### src/rtl/crc_regs.svh
`ifndef CRC_REGS_SVH
`define CRC_REGS_SVH

// Register indices; byte address is four times the index
`define CRC_IDX_STATUS 10'h000
`define CRC_IDX_OPTION 10'h088
`define CRC_IDX_OSCILLATOR_MODE_CONTROL 10'h0CA

// Clock option register fields
`define CRC_OPT_SLOW_RC_BIT 0
`define CRC_OPT_RTC_LO_BIT 2
`define CRC_OPT_RTC_HI_BIT 3
`define CRC_OPT_RESET 8'h00
`define CRC_OPT_WMASK 8'h0D

// Oscillator mode register fields
`define CRC_OSCILLATOR_MODE_CONTROL_FAST_STOP_BIT 1
`define CRC_OSCILLATOR_MODE_CONTROL_SLOW_SEL_BIT 2
`define CRC_OSCILLATOR_MODE_CONTROL_CPU_LO_BIT 3
`define CRC_OSCILLATOR_MODE_CONTROL_CPU_HI_BIT 4
`define CRC_OSCILLATOR_MODE_CONTROL_WD_RATE_BIT 5
`define CRC_OSCILLATOR_MODE_CONTROL_WD_CLEAR_BIT 6
`define CRC_OSCILLATOR_MODE_CONTROL_WD_SRC_BIT 7
`define CRC_OSCILLATOR_MODE_CONTROL_RESET 8'h00
`define CRC_OSCILLATOR_MODE_CONTROL_WMASK 8'hFE

// Instruction clock dividers
`define CRC_INSTRUCTION_CLOCK_DIV 4
`define CRC_INSTRUCTION_CLOCK_DIV_HALVED 8

// Real-time clock base: slow oscillator rate and shortest period
`define CRC_SLOW_OSC_HZ 32768
`define CRC_RTC_BASE_MS 500
`define CRC_RTC_BASE_EDGES (`CRC_SLOW_OSC_HZ * `CRC_RTC_BASE_MS / 1000)

`endif

### src/rtl/crc_pkg.sv
package crc_pkg;

   // Clock source switch states, Gray along the loop
   typedef enum logic [1:0] {
      SW_FAST = 2'b00,
      SW_TO_SLOW = 2'b01,
      SW_SLOW = 2'b11,
      SW_TO_FAST = 2'b10
   } crc_switch_e;

   typedef enum logic [1:0] {
      CPU_NORMAL = 2'b00,
      CPU_SLEEP = 2'b01,
      CPU_GREEN = 2'b10,
      CPU_RESERVED = 2'b11
   } crc_cpu_mode_e;

   typedef enum logic [1:0] {
      OSC_RC = 2'b00,
      OSC_XTAL_32K = 2'b01,
      OSC_XTAL_12M = 2'b10,
      OSC_XTAL_4M = 2'b11
   } crc_osc_type_e;

   typedef logic [7:0] crc_reg_t;

endpackage

### src/rtl/crc_top.sv
// Chosen here: the AHB-Lite register port.
`include "crc_regs.svh"

module crc_top #(
   parameter int RTC_BASE_EDGES = `CRC_RTC_BASE_EDGES
) (
   // Clock and power-on reset
   input wire logic clock_i,
   input wire logic rst_i,
   // Reset sources and system reset
   input wire logic reset_pin_n_i,
   input wire logic low_supply_detector_i,
   output logic system_reset_o,
   // Factory code options, caught during reset
   input wire crc_pkg::crc_osc_type_e fast_osc_type_i,
   input wire logic clock_halve_i,
   // Oscillator pins and controls
   input wire logic fast_oscillator_i,
   input wire logic slow_oscillator_i,
   input wire logic internal_rc_i,
   output logic fast_osc_enable_o,
   output logic slow_osc_enable_o,
   output logic slow_osc_rc_mode_o,
   output logic osc_output_pin_o,
   output logic osc_output_pin_oe_o,
   // Clock enables
   output logic system_clock_o,
   output logic instruction_clock_o,
   output logic watchdog_tick_o,
   output logic basic_timer_tick_o,
   input wire logic basic_timer_timebase_select_i,
   // Operating mode
   input wire logic wakeup_i,
   output logic cpu_run_o,
   output logic green_mode_o,
   output logic sleep_mode_o,
   output logic slow_mode_o,
   output logic watchdog_clear_o,
   output logic watchdog_period_select_o,
   output logic [1:0] rtc_period_o,
   // AHB-Lite slave
   input wire logic hsel_i,
   input wire logic [31:0] haddr_i,
   input wire logic [1:0] htrans_i,
   input wire logic hwrite_i,
   input wire logic [2:0] hsize_i,
   input wire logic [31:0] hwdata_i,
   input wire logic hready_i,
   output logic hreadyout_o,
   output logic hresp_o,
   output logic [31:0] hrdata_o
);
   import crc_pkg::*;

   localparam int RTC_W = 18;

   initial begin
      if (RTC_BASE_EDGES < 1 || RTC_BASE_EDGES > (1 << (RTC_W - 4))) begin
         $error("crc_top: RTC_BASE_EDGES out of range");
      end
   end

   // Reset pin and detector synchronisers
   logic pin_meta_n;
   logic pin_sync_n;
   logic lvd_meta;
   logic lvd_sync;
   logic sys_rst;
   logic next_sys_rst;

   always_comb begin
      next_sys_rst = ~pin_sync_n | lvd_sync;
   end

   always_ff @(posedge clock_i or posedge rst_i) begin
      if (rst_i) begin
         pin_meta_n <= 1'b0;
         pin_sync_n <= 1'b0;
         lvd_meta <= 1'b1;
         lvd_sync <= 1'b1;
         sys_rst <= 1'b1;
      end else begin
         pin_meta_n <= reset_pin_n_i;
         pin_sync_n <= pin_meta_n;
         lvd_meta <= low_supply_detector_i;
         lvd_sync <= lvd_meta;
         sys_rst <= next_sys_rst;
      end
   end

   assign system_reset_o = sys_rst;

   // Factory options are latched while the system is held in reset
   crc_osc_type_e opt_type;
   logic opt_halve;
   crc_osc_type_e next_opt_type;
   logic next_opt_halve;

   always_comb begin
      next_opt_type = opt_type;
      next_opt_halve = opt_halve;
      if (sys_rst) begin
         next_opt_type = fast_osc_type_i;
         next_opt_halve = clock_halve_i;
      end
   end

   always_ff @(posedge clock_i or posedge rst_i) begin
      if (rst_i) begin
         opt_type <= OSC_RC;
         opt_halve <= 1'b0;
      end else begin
         opt_type <= next_opt_type;
         opt_halve <= next_opt_halve;
      end
   end

   logic rc_mode;
   logic halve_instruction_clock;
   assign rc_mode = (opt_type == OSC_RC);
   assign halve_instruction_clock = opt_halve | rc_mode;

   // Oscillator edge detection
   logic [2:0] osc_rise;

   crc_osc_sync #(
      .WIDTH(3)
   ) u_osc_sync (
      .clock_i(clock_i),
      .rst_i(rst_i),
      .osc_i({internal_rc_i, slow_oscillator_i, fast_oscillator_i}),
      .level_o(),
      .rise_o(osc_rise)
   );

   // Registers
   crc_reg_t opt_reg;
   crc_reg_t oscillator_mode_control_reg;
   crc_reg_t next_opt_reg;
   crc_reg_t next_oscillator_mode_control_reg;

   logic fast_stop;
   logic slow_sel;
   crc_cpu_mode_e cpu_mode;
   assign fast_stop = oscillator_mode_control_reg[`CRC_OSCILLATOR_MODE_CONTROL_FAST_STOP_BIT];
   assign slow_sel = oscillator_mode_control_reg[`CRC_OSCILLATOR_MODE_CONTROL_SLOW_SEL_BIT];
   assign cpu_mode = crc_cpu_mode_e'({oscillator_mode_control_reg[`CRC_OSCILLATOR_MODE_CONTROL_CPU_HI_BIT],
                                      oscillator_mode_control_reg[`CRC_OSCILLATOR_MODE_CONTROL_CPU_LO_BIT]});

   logic sleeping;
   logic fast_run;
   logic slow_run;
   assign sleeping = (cpu_mode == CPU_SLEEP);
   assign fast_run = ~fast_stop & ~sleeping;
   assign slow_run = ~sleeping;

   // RC mode halves the raw oscillator ahead of the clock path
   logic fast_half;
   logic next_fast_half;
   logic fast_edge;
   logic slow_edge;

   always_comb begin
      next_fast_half = fast_half;
      if (osc_rise[0] & fast_run) begin
         next_fast_half = ~fast_half;
      end
   end

   assign fast_edge = osc_rise[0] & fast_run & (~rc_mode | fast_half);
   assign slow_edge = osc_rise[1] & slow_run;

   always_ff @(posedge clock_i or posedge rst_i) begin
      if (rst_i) begin
         fast_half <= 1'b0;
      end else if (sys_rst) begin
         fast_half <= 1'b0;
      end else begin
         fast_half <= next_fast_half;
      end
   end

   // Source switch: the old source is left in any cycle without its edge, then the new
   // source is taken at its own edge, so no two system clock pulses come back to back
   crc_switch_e sw_state;
   crc_switch_e next_sw_state;
   logic sys_edge;
   logic next_sys_edge;

   always_comb begin
      next_sw_state = sw_state;
      next_sys_edge = 1'b0;
      case (sw_state)
         SW_FAST: begin
            next_sys_edge = fast_edge;
            if (slow_sel & ~fast_edge) begin
               next_sw_state = SW_TO_SLOW;
            end
         end
         SW_TO_SLOW: begin
            if (slow_edge) begin
               next_sys_edge = 1'b1;
               next_sw_state = SW_SLOW;
            end
         end
         SW_SLOW: begin
            next_sys_edge = slow_edge;
            if (~slow_sel & ~slow_edge) begin
               next_sw_state = SW_TO_FAST;
            end
         end
         SW_TO_FAST: begin
            if (fast_edge) begin
               next_sys_edge = 1'b1;
               next_sw_state = SW_FAST;
            end
         end
         default: begin
            next_sw_state = SW_FAST;
         end
      endcase
   end

   always_ff @(posedge clock_i or posedge rst_i) begin
      if (rst_i) begin
         sw_state <= SW_FAST;
         sys_edge <= 1'b0;
      end else if (sys_rst) begin
         sw_state <= SW_FAST;
         sys_edge <= 1'b0;
      end else begin
         sw_state <= next_sw_state;
         sys_edge <= next_sys_edge;
      end
   end

   // Instruction clock divider and square wave for the output pin
   logic [2:0] div_cnt;
   logic [2:0] next_div_cnt;
   logic [2:0] div_last;
   logic instruction_clock;
   logic next_instruction_clock;
   logic sq_wave;
   logic next_sq_wave;

   assign div_last = halve_instruction_clock ? 3'(`CRC_INSTRUCTION_CLOCK_DIV_HALVED - 1)
                                : 3'(`CRC_INSTRUCTION_CLOCK_DIV - 1);

   always_comb begin
      next_div_cnt = div_cnt;
      next_instruction_clock = 1'b0;
      next_sq_wave = sq_wave;
      if (sys_edge) begin
         if (div_cnt >= div_last) begin
            next_div_cnt = 3'h0;
            next_instruction_clock = 1'b1;
         end else begin
            next_div_cnt = div_cnt + 3'h1;
         end
         next_sq_wave = (next_div_cnt < {1'b0, div_last[2:1]} + 3'h1);
      end
   end

   always_ff @(posedge clock_i or posedge rst_i) begin
      if (rst_i) begin
         div_cnt <= 3'h0;
         instruction_clock <= 1'b0;
         sq_wave <= 1'b0;
      end else if (sys_rst) begin
         div_cnt <= 3'h0;
         instruction_clock <= 1'b0;
         sq_wave <= 1'b0;
      end else begin
         div_cnt <= next_div_cnt;
         instruction_clock <= next_instruction_clock;
         sq_wave <= next_sq_wave;
      end
   end

   // Real-time clock period counter on slow oscillator edges
   logic [RTC_W-1:0] rtc_cnt;
   logic [RTC_W-1:0] next_rtc_cnt;
   logic [RTC_W-1:0] rtc_last;
   logic rtc_tick;
   logic next_rtc_tick;
   logic [1:0] rtc_sel;

   assign rtc_sel = {opt_reg[`CRC_OPT_RTC_HI_BIT], opt_reg[`CRC_OPT_RTC_LO_BIT]};
   assign rtc_last = RTC_W'(RTC_BASE_EDGES * (1 << rtc_sel) - 1);

   always_comb begin
      next_rtc_cnt = rtc_cnt;
      next_rtc_tick = 1'b0;
      if (slow_edge) begin
         if (rtc_cnt >= rtc_last) begin
            next_rtc_cnt = '0;
            next_rtc_tick = 1'b1;
         end else begin
            next_rtc_cnt = rtc_cnt + RTC_W'(1);
         end
      end
   end

   always_ff @(posedge clock_i or posedge rst_i) begin
      if (rst_i) begin
         rtc_cnt <= '0;
         rtc_tick <= 1'b0;
      end else if (sys_rst) begin
         rtc_cnt <= '0;
         rtc_tick <= 1'b0;
      end else begin
         rtc_cnt <= next_rtc_cnt;
         rtc_tick <= next_rtc_tick;
      end
   end

   // AHB-Lite slave: zero wait states, always OKAY
   logic wr_pend;
   logic [9:0] wr_idx;
   logic next_wr_pend;
   logic [9:0] next_wr_idx;
   logic [31:0] next_hrdata;
   logic addr_phase;
   crc_reg_t status_val;

   assign addr_phase = hsel_i & hready_i & htrans_i[1];
   assign status_val = {1'b0, halve_instruction_clock, opt_type, slow_run, fast_run, sw_state};

   always_comb begin
      next_opt_reg = opt_reg;
      next_oscillator_mode_control_reg = oscillator_mode_control_reg;
      if (wr_pend) begin
         if (wr_idx == `CRC_IDX_OPTION) begin
            next_opt_reg = hwdata_i[7:0] & `CRC_OPT_WMASK;
         end else if (wr_idx == `CRC_IDX_OSCILLATOR_MODE_CONTROL) begin
            next_oscillator_mode_control_reg = hwdata_i[7:0] & `CRC_OSCILLATOR_MODE_CONTROL_WMASK;
         end
      end else if (wakeup_i & (cpu_mode == CPU_GREEN || cpu_mode == CPU_SLEEP)) begin
         next_oscillator_mode_control_reg[`CRC_OSCILLATOR_MODE_CONTROL_CPU_HI_BIT] = 1'b0;
         next_oscillator_mode_control_reg[`CRC_OSCILLATOR_MODE_CONTROL_CPU_LO_BIT] = 1'b0;
      end
   end

   always_comb begin
      next_wr_pend = addr_phase & hwrite_i;
      next_wr_idx = haddr_i[11:2];
      next_hrdata = hrdata_o;
      if (addr_phase & ~hwrite_i) begin
         if (haddr_i[11:2] == `CRC_IDX_OPTION) begin
            next_hrdata = {24'h000000, next_opt_reg};
         end else if (haddr_i[11:2] == `CRC_IDX_OSCILLATOR_MODE_CONTROL) begin
            next_hrdata = {24'h000000, next_oscillator_mode_control_reg};
         end else if (haddr_i[11:2] == `CRC_IDX_STATUS) begin
            next_hrdata = {24'h000000, status_val};
         end else begin
            next_hrdata = 32'h00000000;
         end
      end
   end

   always_ff @(posedge clock_i or posedge rst_i) begin
      if (rst_i) begin
         opt_reg <= `CRC_OPT_RESET;
         oscillator_mode_control_reg <= `CRC_OSCILLATOR_MODE_CONTROL_RESET;
         wr_pend <= 1'b0;
         wr_idx <= 10'h000;
         hrdata_o <= 32'h00000000;
      end else if (sys_rst) begin
         opt_reg <= `CRC_OPT_RESET;
         oscillator_mode_control_reg <= `CRC_OSCILLATOR_MODE_CONTROL_RESET;
         wr_pend <= 1'b0;
         wr_idx <= 10'h000;
         hrdata_o <= 32'h00000000;
      end else begin
         opt_reg <= next_opt_reg;
         oscillator_mode_control_reg <= next_oscillator_mode_control_reg;
         wr_pend <= next_wr_pend;
         wr_idx <= next_wr_idx;
         hrdata_o <= next_hrdata;
      end
   end

   assign hreadyout_o = 1'b1;
   assign hresp_o = 1'b0;

   // Outputs
   logic wd_tick;
   logic tm_tick;
   logic next_wd_tick;
   logic next_tm_tick;

   always_comb begin
      next_wd_tick = oscillator_mode_control_reg[`CRC_OSCILLATOR_MODE_CONTROL_WD_SRC_BIT] ? osc_rise[2] : instruction_clock;
      next_tm_tick = basic_timer_timebase_select_i ? rtc_tick : instruction_clock;
   end

   always_ff @(posedge clock_i or posedge rst_i) begin
      if (rst_i) begin
         wd_tick <= 1'b0;
         tm_tick <= 1'b0;
      end else begin
         wd_tick <= next_wd_tick;
         tm_tick <= next_tm_tick;
      end
   end

   assign watchdog_tick_o = wd_tick;
   assign basic_timer_tick_o = tm_tick;
   assign system_clock_o = sys_edge;
   assign instruction_clock_o = instruction_clock;
   assign fast_osc_enable_o = fast_run;
   assign slow_osc_enable_o = slow_run;
   assign slow_osc_rc_mode_o = opt_reg[`CRC_OPT_SLOW_RC_BIT];
   assign osc_output_pin_o = sq_wave & rc_mode;
   assign osc_output_pin_oe_o = rc_mode;
   assign cpu_run_o = ~sys_rst & (cpu_mode == CPU_NORMAL);
   assign green_mode_o = (cpu_mode == CPU_GREEN);
   assign sleep_mode_o = sleeping;
   assign slow_mode_o = slow_sel;
   assign watchdog_clear_o = oscillator_mode_control_reg[`CRC_OSCILLATOR_MODE_CONTROL_WD_CLEAR_BIT];
   assign watchdog_period_select_o = oscillator_mode_control_reg[`CRC_OSCILLATOR_MODE_CONTROL_WD_RATE_BIT];
   assign rtc_period_o = rtc_sel;

endmodule

### src/rtl/crc_osc_sync.sv
module crc_osc_sync #(
   parameter int WIDTH = 3
) (
   // Clock and reset
   input wire logic clock_i,
   input wire logic rst_i,
   // Asynchronous oscillator levels
   input wire logic [WIDTH-1:0] osc_i,
   // Synchronised level and rising-edge pulse
   output logic [WIDTH-1:0] level_o,
   output logic [WIDTH-1:0] rise_o
);
   import crc_pkg::*;

   logic [WIDTH-1:0] meta;
   logic [WIDTH-1:0] stable;
   logic [WIDTH-1:0] prev;
   logic [WIDTH-1:0] next_rise;

   initial begin
      if (WIDTH < 1) begin
         $error("crc_osc_sync: WIDTH must be at least 1");
      end
   end

   generate
      for (genvar i = 0; i < WIDTH; i++) begin : g_bit
         always_comb begin
            next_rise[i] = stable[i] & ~prev[i];
         end
      end
   endgenerate

   always_ff @(posedge clock_i or posedge rst_i) begin
      if (rst_i) begin
         meta <= '0;
         stable <= '0;
         prev <= '0;
         rise_o <= '0;
      end else begin
         meta <= osc_i;
         stable <= meta;
         prev <= stable;
         rise_o <= next_rise;
      end
   end

   assign level_o = prev;

endmodule

### config.mk
export PLATFORM = sky130hd
export DESIGN_NAME = crc_top
export DESIGN_NICKNAME = d
export VERILOG_FILES = /design/src/rtl/crc_pkg.sv /design/src/rtl/crc_top.sv /design/src/rtl/crc_osc_sync.sv
export VERILOG_INCLUDE_DIRS = /design/src /design/src/rtl
export SDC_FILE = /design/constraint.sdc
export NUM_CORES = 1
export LEC_CHECK = 0
export ABC_AREA = 1
export BUFFER_PORTS_ARGS = -buffer_cell sky130_fd_sc_hd__clkbuf_2
export CAP_MARGIN = 20
export CORE_UTILIZATION = 46
export DETAILED_ROUTE_END_ITERATION = 12
export PLACE_DENSITY = 0.75
export SYNTH_ARGS = -nofsm -noshare
export SYNTH_HDL_FRONTEND = slang
export SYNTH_SLANG_ARGS = --single-unit
### constraint.sdc
create_clock -name clock_i -period 2.6 [get_ports clock_i]
set_clock_uncertainty 0.15 [all_clocks]
set_input_delay 0.13 -clock clock_i [delete_from_list [all_inputs] [get_ports clock_i]]
set_output_delay 0.13 -clock clock_i [all_outputs]
set_load 0.005 [all_outputs]
# Yosys cells after proc, flatten, opt, wreduce, memory -nomap -nowiden
# Index checks and enable logic that the tools add are counted.
totals:
  ff_bits: 109
  input_bits: 84
  output_inout_bits: 52
  wordCells: 136
op_classes:
  add_sub_neg: 4
  order_cmp: 3
  n_eq_ne: 13
  shift: 1
  n_mux: 47
  bitwise: 32
  reduce_logical: 10
ops:
  columns: ["operator", "n"]
  rows:
  - ["$mux W32", 2]
  - ["$mux W8", 8]
  - ["$mux W18", 3]
  - ["$eq A10 B8 Y1 const B", 4]
  - ["$mux W3", 7]
  - ["$add A18 B1 Y18 const B", 1]
  - ["$ge A18 B18 Y1", 1]
  - ["$sub A18 B2 Y18 const B", 1]
  - ["$and A1 B1 Y1", 16]
  - ["$mux W1", 16]
  - ["$mux W2", 7]
  - ["$not A1 Y1", 13]
  - ["$ne A3 B3 Y1 const B", 4]
  - ["$logic_not A10 Y1", 1]
  - ["$mux W10", 1]
  - ["$pmux W2 S4", 1]
  - ["$reduce_bool A2 Y1", 4]
  - ["$mux W7", 1]
  - ["$eq A2 B2 Y1 const B", 3]
  - ["$logic_not A2 Y1", 3]
  - ["$eq A2 B1 Y1 const B", 2]
  - ["$pmux W1 S4", 1]
  - ["$reduce_and A4 Y1", 1]
  - ["$shl A1 B2 Y4 const A", 1]
  - ["6 further kinds", 8]

# Logic depth before layout (Yosys ltp)
logic_depth:
  word_depth: 10
  mapped_depth: 12
  depth_no_buf: 12

# Hierarchy
# From an unflattened synthesis, not the netlist that was laid out.
unflattened:
  hier_cells: 538
  area_unflattened_um2: 4433.0
by_module_without_submodules:
  columns: ["module", "n_inst", "cells_per_inst", "area_each_um2", "seq_area_each_um2"]
  rows:
  - ["crc_top", 1, 519, 4098.9, 1830.5]
  - ["crc_osc_sync", 1, 19, 334.1, 300.3]

# Worst setup path before layout
# Ideal clock, no wire load.
synth_path:
  kind: "reg-to-reg"
  start: "register opt_type[1]"
  end: "register sq_wave"
  setup_ps: 101
  arrival_time_ps: 1838
  t_required_ps: 2349
  slack_ps: 511
  stages_incl_launch_ff: 12
  n_path_buf: 0
  period_less_slack_ps: 2089
  path_cell_list: "dfrtp_1 inv_1 nand2_1 nand2_1 inv_1 ha_1 a21oi_1 nand2_1 inv_1 ha_1 o21a_1 o32ai_1"
synth_between:
  elab_chain_cells: 9
  word_cells_on_any_way: 10
  classes_between: "1 x add/sub; 2 x order compare; 5 x mux; 1 x bitwise; 1 x reduce/logical"
synth_lines:
  columns: ["element", "line", "rtl"]
  rows:
  - ["start: declaration", "crc_top.sv:94", "crc_osc_type_e opt_type;"]
  - ["start signal: assignment", "crc_top.sv:113", "opt_type <= next_opt_type;"]
  - ["$logic_not A2 Y1 (*)", "crc_top.sv:120", "assign rc_mode = (opt_type == OSC_RC);"]
  - ["$or A1 B1 Y1 (*)", "crc_top.sv:121", "assign halve_instruction_clock = opt_halve | rc_mode;"]
  - ["$mux W3 (*)", "crc_top.sv:246", "assign div_last = halve_instruction_clock ? 3'(`CRC_INSTRUCTION_CLOCK_DIV_HALVED - 1)"]
  - ["$ge A3 B3 Y1", "crc_top.sv:254", "if (div_cnt >= div_last) begin"]
  - ["$mux W3", "crc_top.sv:254", null]
  - ["$mux W3", "crc_top.sv:253", "if (sys_edge) begin"]
  - ["$lt A3 B3 Y1 (*)", "crc_top.sv:260", "next_sq_wave = (next_div_cnt < {1'b0, div_last[2:1]} + 3'h1);"]
  - ["$mux W1 (*)", "crc_top.sv:253", null]
  - ["$mux W1 (*)", "crc_top.sv:269", "end else if (sys_rst) begin"]
  - ["end signal: assignment", "crc_top.sv:276", "sq_wave <= next_sq_wave;"]
  - ["end: declaration", "crc_top.sv:243", "logic sq_wave;"]
# Mark *: on every way between the ends. The rest lies on a longest branch, timed or not. The select of a mux whose other input is x is not followed.
# A chain may end at the register's enable or synchronous reset.

# Final worst setup path
# Ends and elaborated chain as after synthesis.

==> metrics.csv <==
stage,metric,value,unit
floorplan,io_pins,136,
logic_synthesis,synth_async_sr_flop_share,100,%
clocking,cts_tree,yes,
detailed_routing,drc,0,
logic_synthesis,muxShareOfSynthArea,0,%
placed_design,numPortBuffers,59,
floorplan,chipHeight,98.9,um
global_route,antenna_found_initial,0,
global_route,grt_pass1_wl,15000,um
placed_design,dp_hpwl,6410,um
placed_design,gp_congestion,0.838,
floorplan,rows,34,
logic_synthesis,ys_seq_elements,85,
detailed_routing,drt_pass1_iterations,4,
critical_path,crit_chain,inv_1 > nand2_1 > nand2_1 > inv_1 > ha_1 > a21oi_1 > nand2_1 > inv_1 > ha_1 > o21a_1 > o32ai_1,
pwr,switching_share,25.2,%
sta,slew_headroom,60.0,%
logic_synthesis,avgSynthCellArea,8.36,um2
layout,fin_nets,704,
pwr,comb_power_share,8.4,%
clocking,clock_sinks,85,
detailed_routing,wire_per_inst,12.4,um
floorplan,fp.coreArea,8890,um2
pwr,power_leakage,0.00276,uW
run_status,status,"finished, final reports clean",
sta,final_hold_viol_count,0,
global_route,grt_use_total,19.6,%
pwr,internal-power,1800,uW
clocking,clk_latency,0.35,ns
layout,reg_top3,"rtc_cnt (18), wr_idx (10)",
logic_synthesis,synth_edf_count,0,
sta,fin_tns_setup,0,ns
floorplan,die_w,98.9,um
layout,area_growth,17.9,%
layout,final_util,57.2,%
clocking,path_clk_slew,0.08,ns
detailed_routing,routed_wl,8930,um
logic_synthesis,synth_top_family_by_area,simple AND/OR/NAND/NOR gates,
detailed_routing,routed_via_density,4.80,
layout,nFillCells,794,
layout,drive_above_1_share,18.4,%
critical_path,critPathRequiredTime,2.71,ns
worst_hold_path,hold_class,input pin to register,
critical_path,worst_setup_path_end_kind,register,
sta,fmax,415,MHz
logic_synthesis,synthFlopType,dfrtp_1,
pwr,ir_worst_vdd,0.255,mV
floorplan,initial_core_util,48.5,%
logic_synthesis,synthAdderAreaFrac,3.48,%
logic_synthesis,synthSimpleGateAreaFrac,27.9,%
clocking,root_buffer,clkbuf_8,
sta,rsz0062_at_grt,no,
logic_synthesis,synth_cell_type_count,38,
layout,regMostFlops,rtc_cnt,
logic_synthesis,synth_xor_area_share,2.23,%
sta,period_needed,2.41,ns
sta,setup_viol,0,
global_route,grt_pass1_vias,3346,
pwr,switchingPower,607,uW
critical_path,crit_fanout,4,
clocking,cts_max_path_buffers,2,
detailed_routing,ant_nets,0,
critical_path,crit_path_top_delay_cell,dfrtp_1,
pwr,finalPower,2410,uW
critical_path,crit_arrival,2.52,ns
global_route,grt_overflow_total,0,
critical_path,start_kind,register,
logic_synthesis,synth-compound-area-share,5.25,%
sta,fin_crit_sh,92.7,%
critical_path,worst_path_largest_cell_delay,0.38,ns
global_route,grt_max_degree,59,
sta,finalMaxSlewViolations,0,
detailed_routing,num_vias,3461,
floorplan,dieArea,9770,um2
pwr,power-per-cell-area,474,nW/um2
detailed_routing,drt_iter0_drc,159,
logic_synthesis,yosysWarnings,0,
clocking,post_cts_buffers,0,
layout,largest_register_ff_count,18,
clocking,htreeDepth,3,
logic_synthesis,synth.yosys.seq_area_share,49.4,%
sta,worst_pin_slew,0.601,ns
logic_synthesis,syn_inst,516,
pwr,seq_power_share,56.6,%
job,cap_violations,0,
pwr,pwr-share-clk,35.0,%
logic_synthesis,syn_area,4320,um2
critical_path,crit_type,register to register,
clocking,cts_made_buffers,9,
layout,diodes,0,
logic make-up after synthesis:
family | count (synthesis)
buffers and inverters | 99
other | 2
AOI/OAI and AO/OA | 41
and+or+nand+nor | 266
xor gates and xnor gates | 11
adders and majority gates | 12
DFF | 85
power groups by stage:
stage	logic (uW)	clock network, uW	registers, uW
finish	203	844	1360
global route	232	913	1370
CTS	204	872	1360
detailed placement	171	0	1390
global placement	166	0	1390
floorplan	140	0	1390
final timing paths:
path / slack [ns] / startpoint / to / depth (start not counted)
worst max-delay path: 0.19 / opt_type[1] / sq_wave / 11
max in group asynchronous: 1.41 / rst_i / lvd_sync / 4
worst min register to register: 0.20 / u_osc_sync.meta[0] / u_osc_sync.stable[0] / 0
min in group asynchronous: 0.18 / rst_i / oscillator_mode_control_reg[3] / 3
worst max register to register: 0.19 / opt_type[1] / sq_wave / 11
worst min-delay path: 0.04 / hwdata_i[4] / oscillator_mode_control_reg[4] / 5
Yosys cell counts, types with 6 or more instances:
cell type,n,area share [%]
inv_1,59,5.1
nand2_1,119,10
o21ai_0,13,1.5
buf_4,29,5.0
dfrtp_1,82,48
nand3_1,40,4.6
a21oi_1,20,2.3
nor2_1,67,5.8
nand4_1,6,0.87
xor2_1,8,1.6
ha_1,12,3.5
nor2_2,11,1.6
through the flow:
| step | hold slack [ns] | setup slack [ns] | std cells | instance area, um2 |
|---|---|---|---|---|
| floorplan | -0.0155 | 0.131 | 541 | 4410 |
| detailed placement | 0.0154 | 0.172 | 676 | 4620 |
| global route | 0.0608 | 0.00474 | 721 | 5090 |
| global placement | 0.00407 | 0.230 | 676 | 4620 |
| finish | 0.0379 | 0.190 | 721 | 5090 |
| CTS | 0.0123 | 0.154 | 721 | 5090 |
cell usage in the layout, fill, tap and decap left out, types with 3 or more instances in the layout:
cell and count:
inv_1 58, dfstp_2 3, ha_1 12, clkbuf_2 59
nand4_1 6, dlygate4sd3_1 29, nor2_1 67, nor2_4 3
xor2_1 8, nand2_2 4, a21oi_1 20, clkbuf_8 10
clkinv_2 3, xnor2_1 3, conb_1 27, o21ai_0 13
nand3_2 3, dfrtp_1 82, nand3_1 40, nor2_2 11
nand2_1 119, nor3_1 3
per-layer routing:
metal	up-vias	routed length, um	track usage, %
li1	1739	-	-
met1	1637	3890	23.7
met2	79	4610	34.7
met3	6	346	2.98
met4	0	80	8.27
met5	-	0	0
worst max-delay path, delay by kind of cell, from the launching register on:
kind	cells	cell delay, ns
flip-flops	1	0.38
buffers and inverters	3	0.23
adder cells (fa/ha/maj)	2	0.49
AND/OR/NAND/NOR	3	0.38
AO/OA/AOI/OAI	3	0.69
area by class of cell:
type,count,area (um2),area share [%]
inverters,64,243,4.77
clock buffers,11,141,2.78
multi-input cells,357,1780,35.0
well taps,108,135,2.66
repair buffers,91,621,12.2
clock inverters,5,37.5,0.738
flip-flops and latches,85,2130,41.9
timing repair:
action | 4_1_cts | 5_1_grt
resized for setup | 0 | 0
hold buffers | 29 | 0
hold endpoints to repair | 56 | 0
No activity file was read; power rests on OpenSTA's default activity.
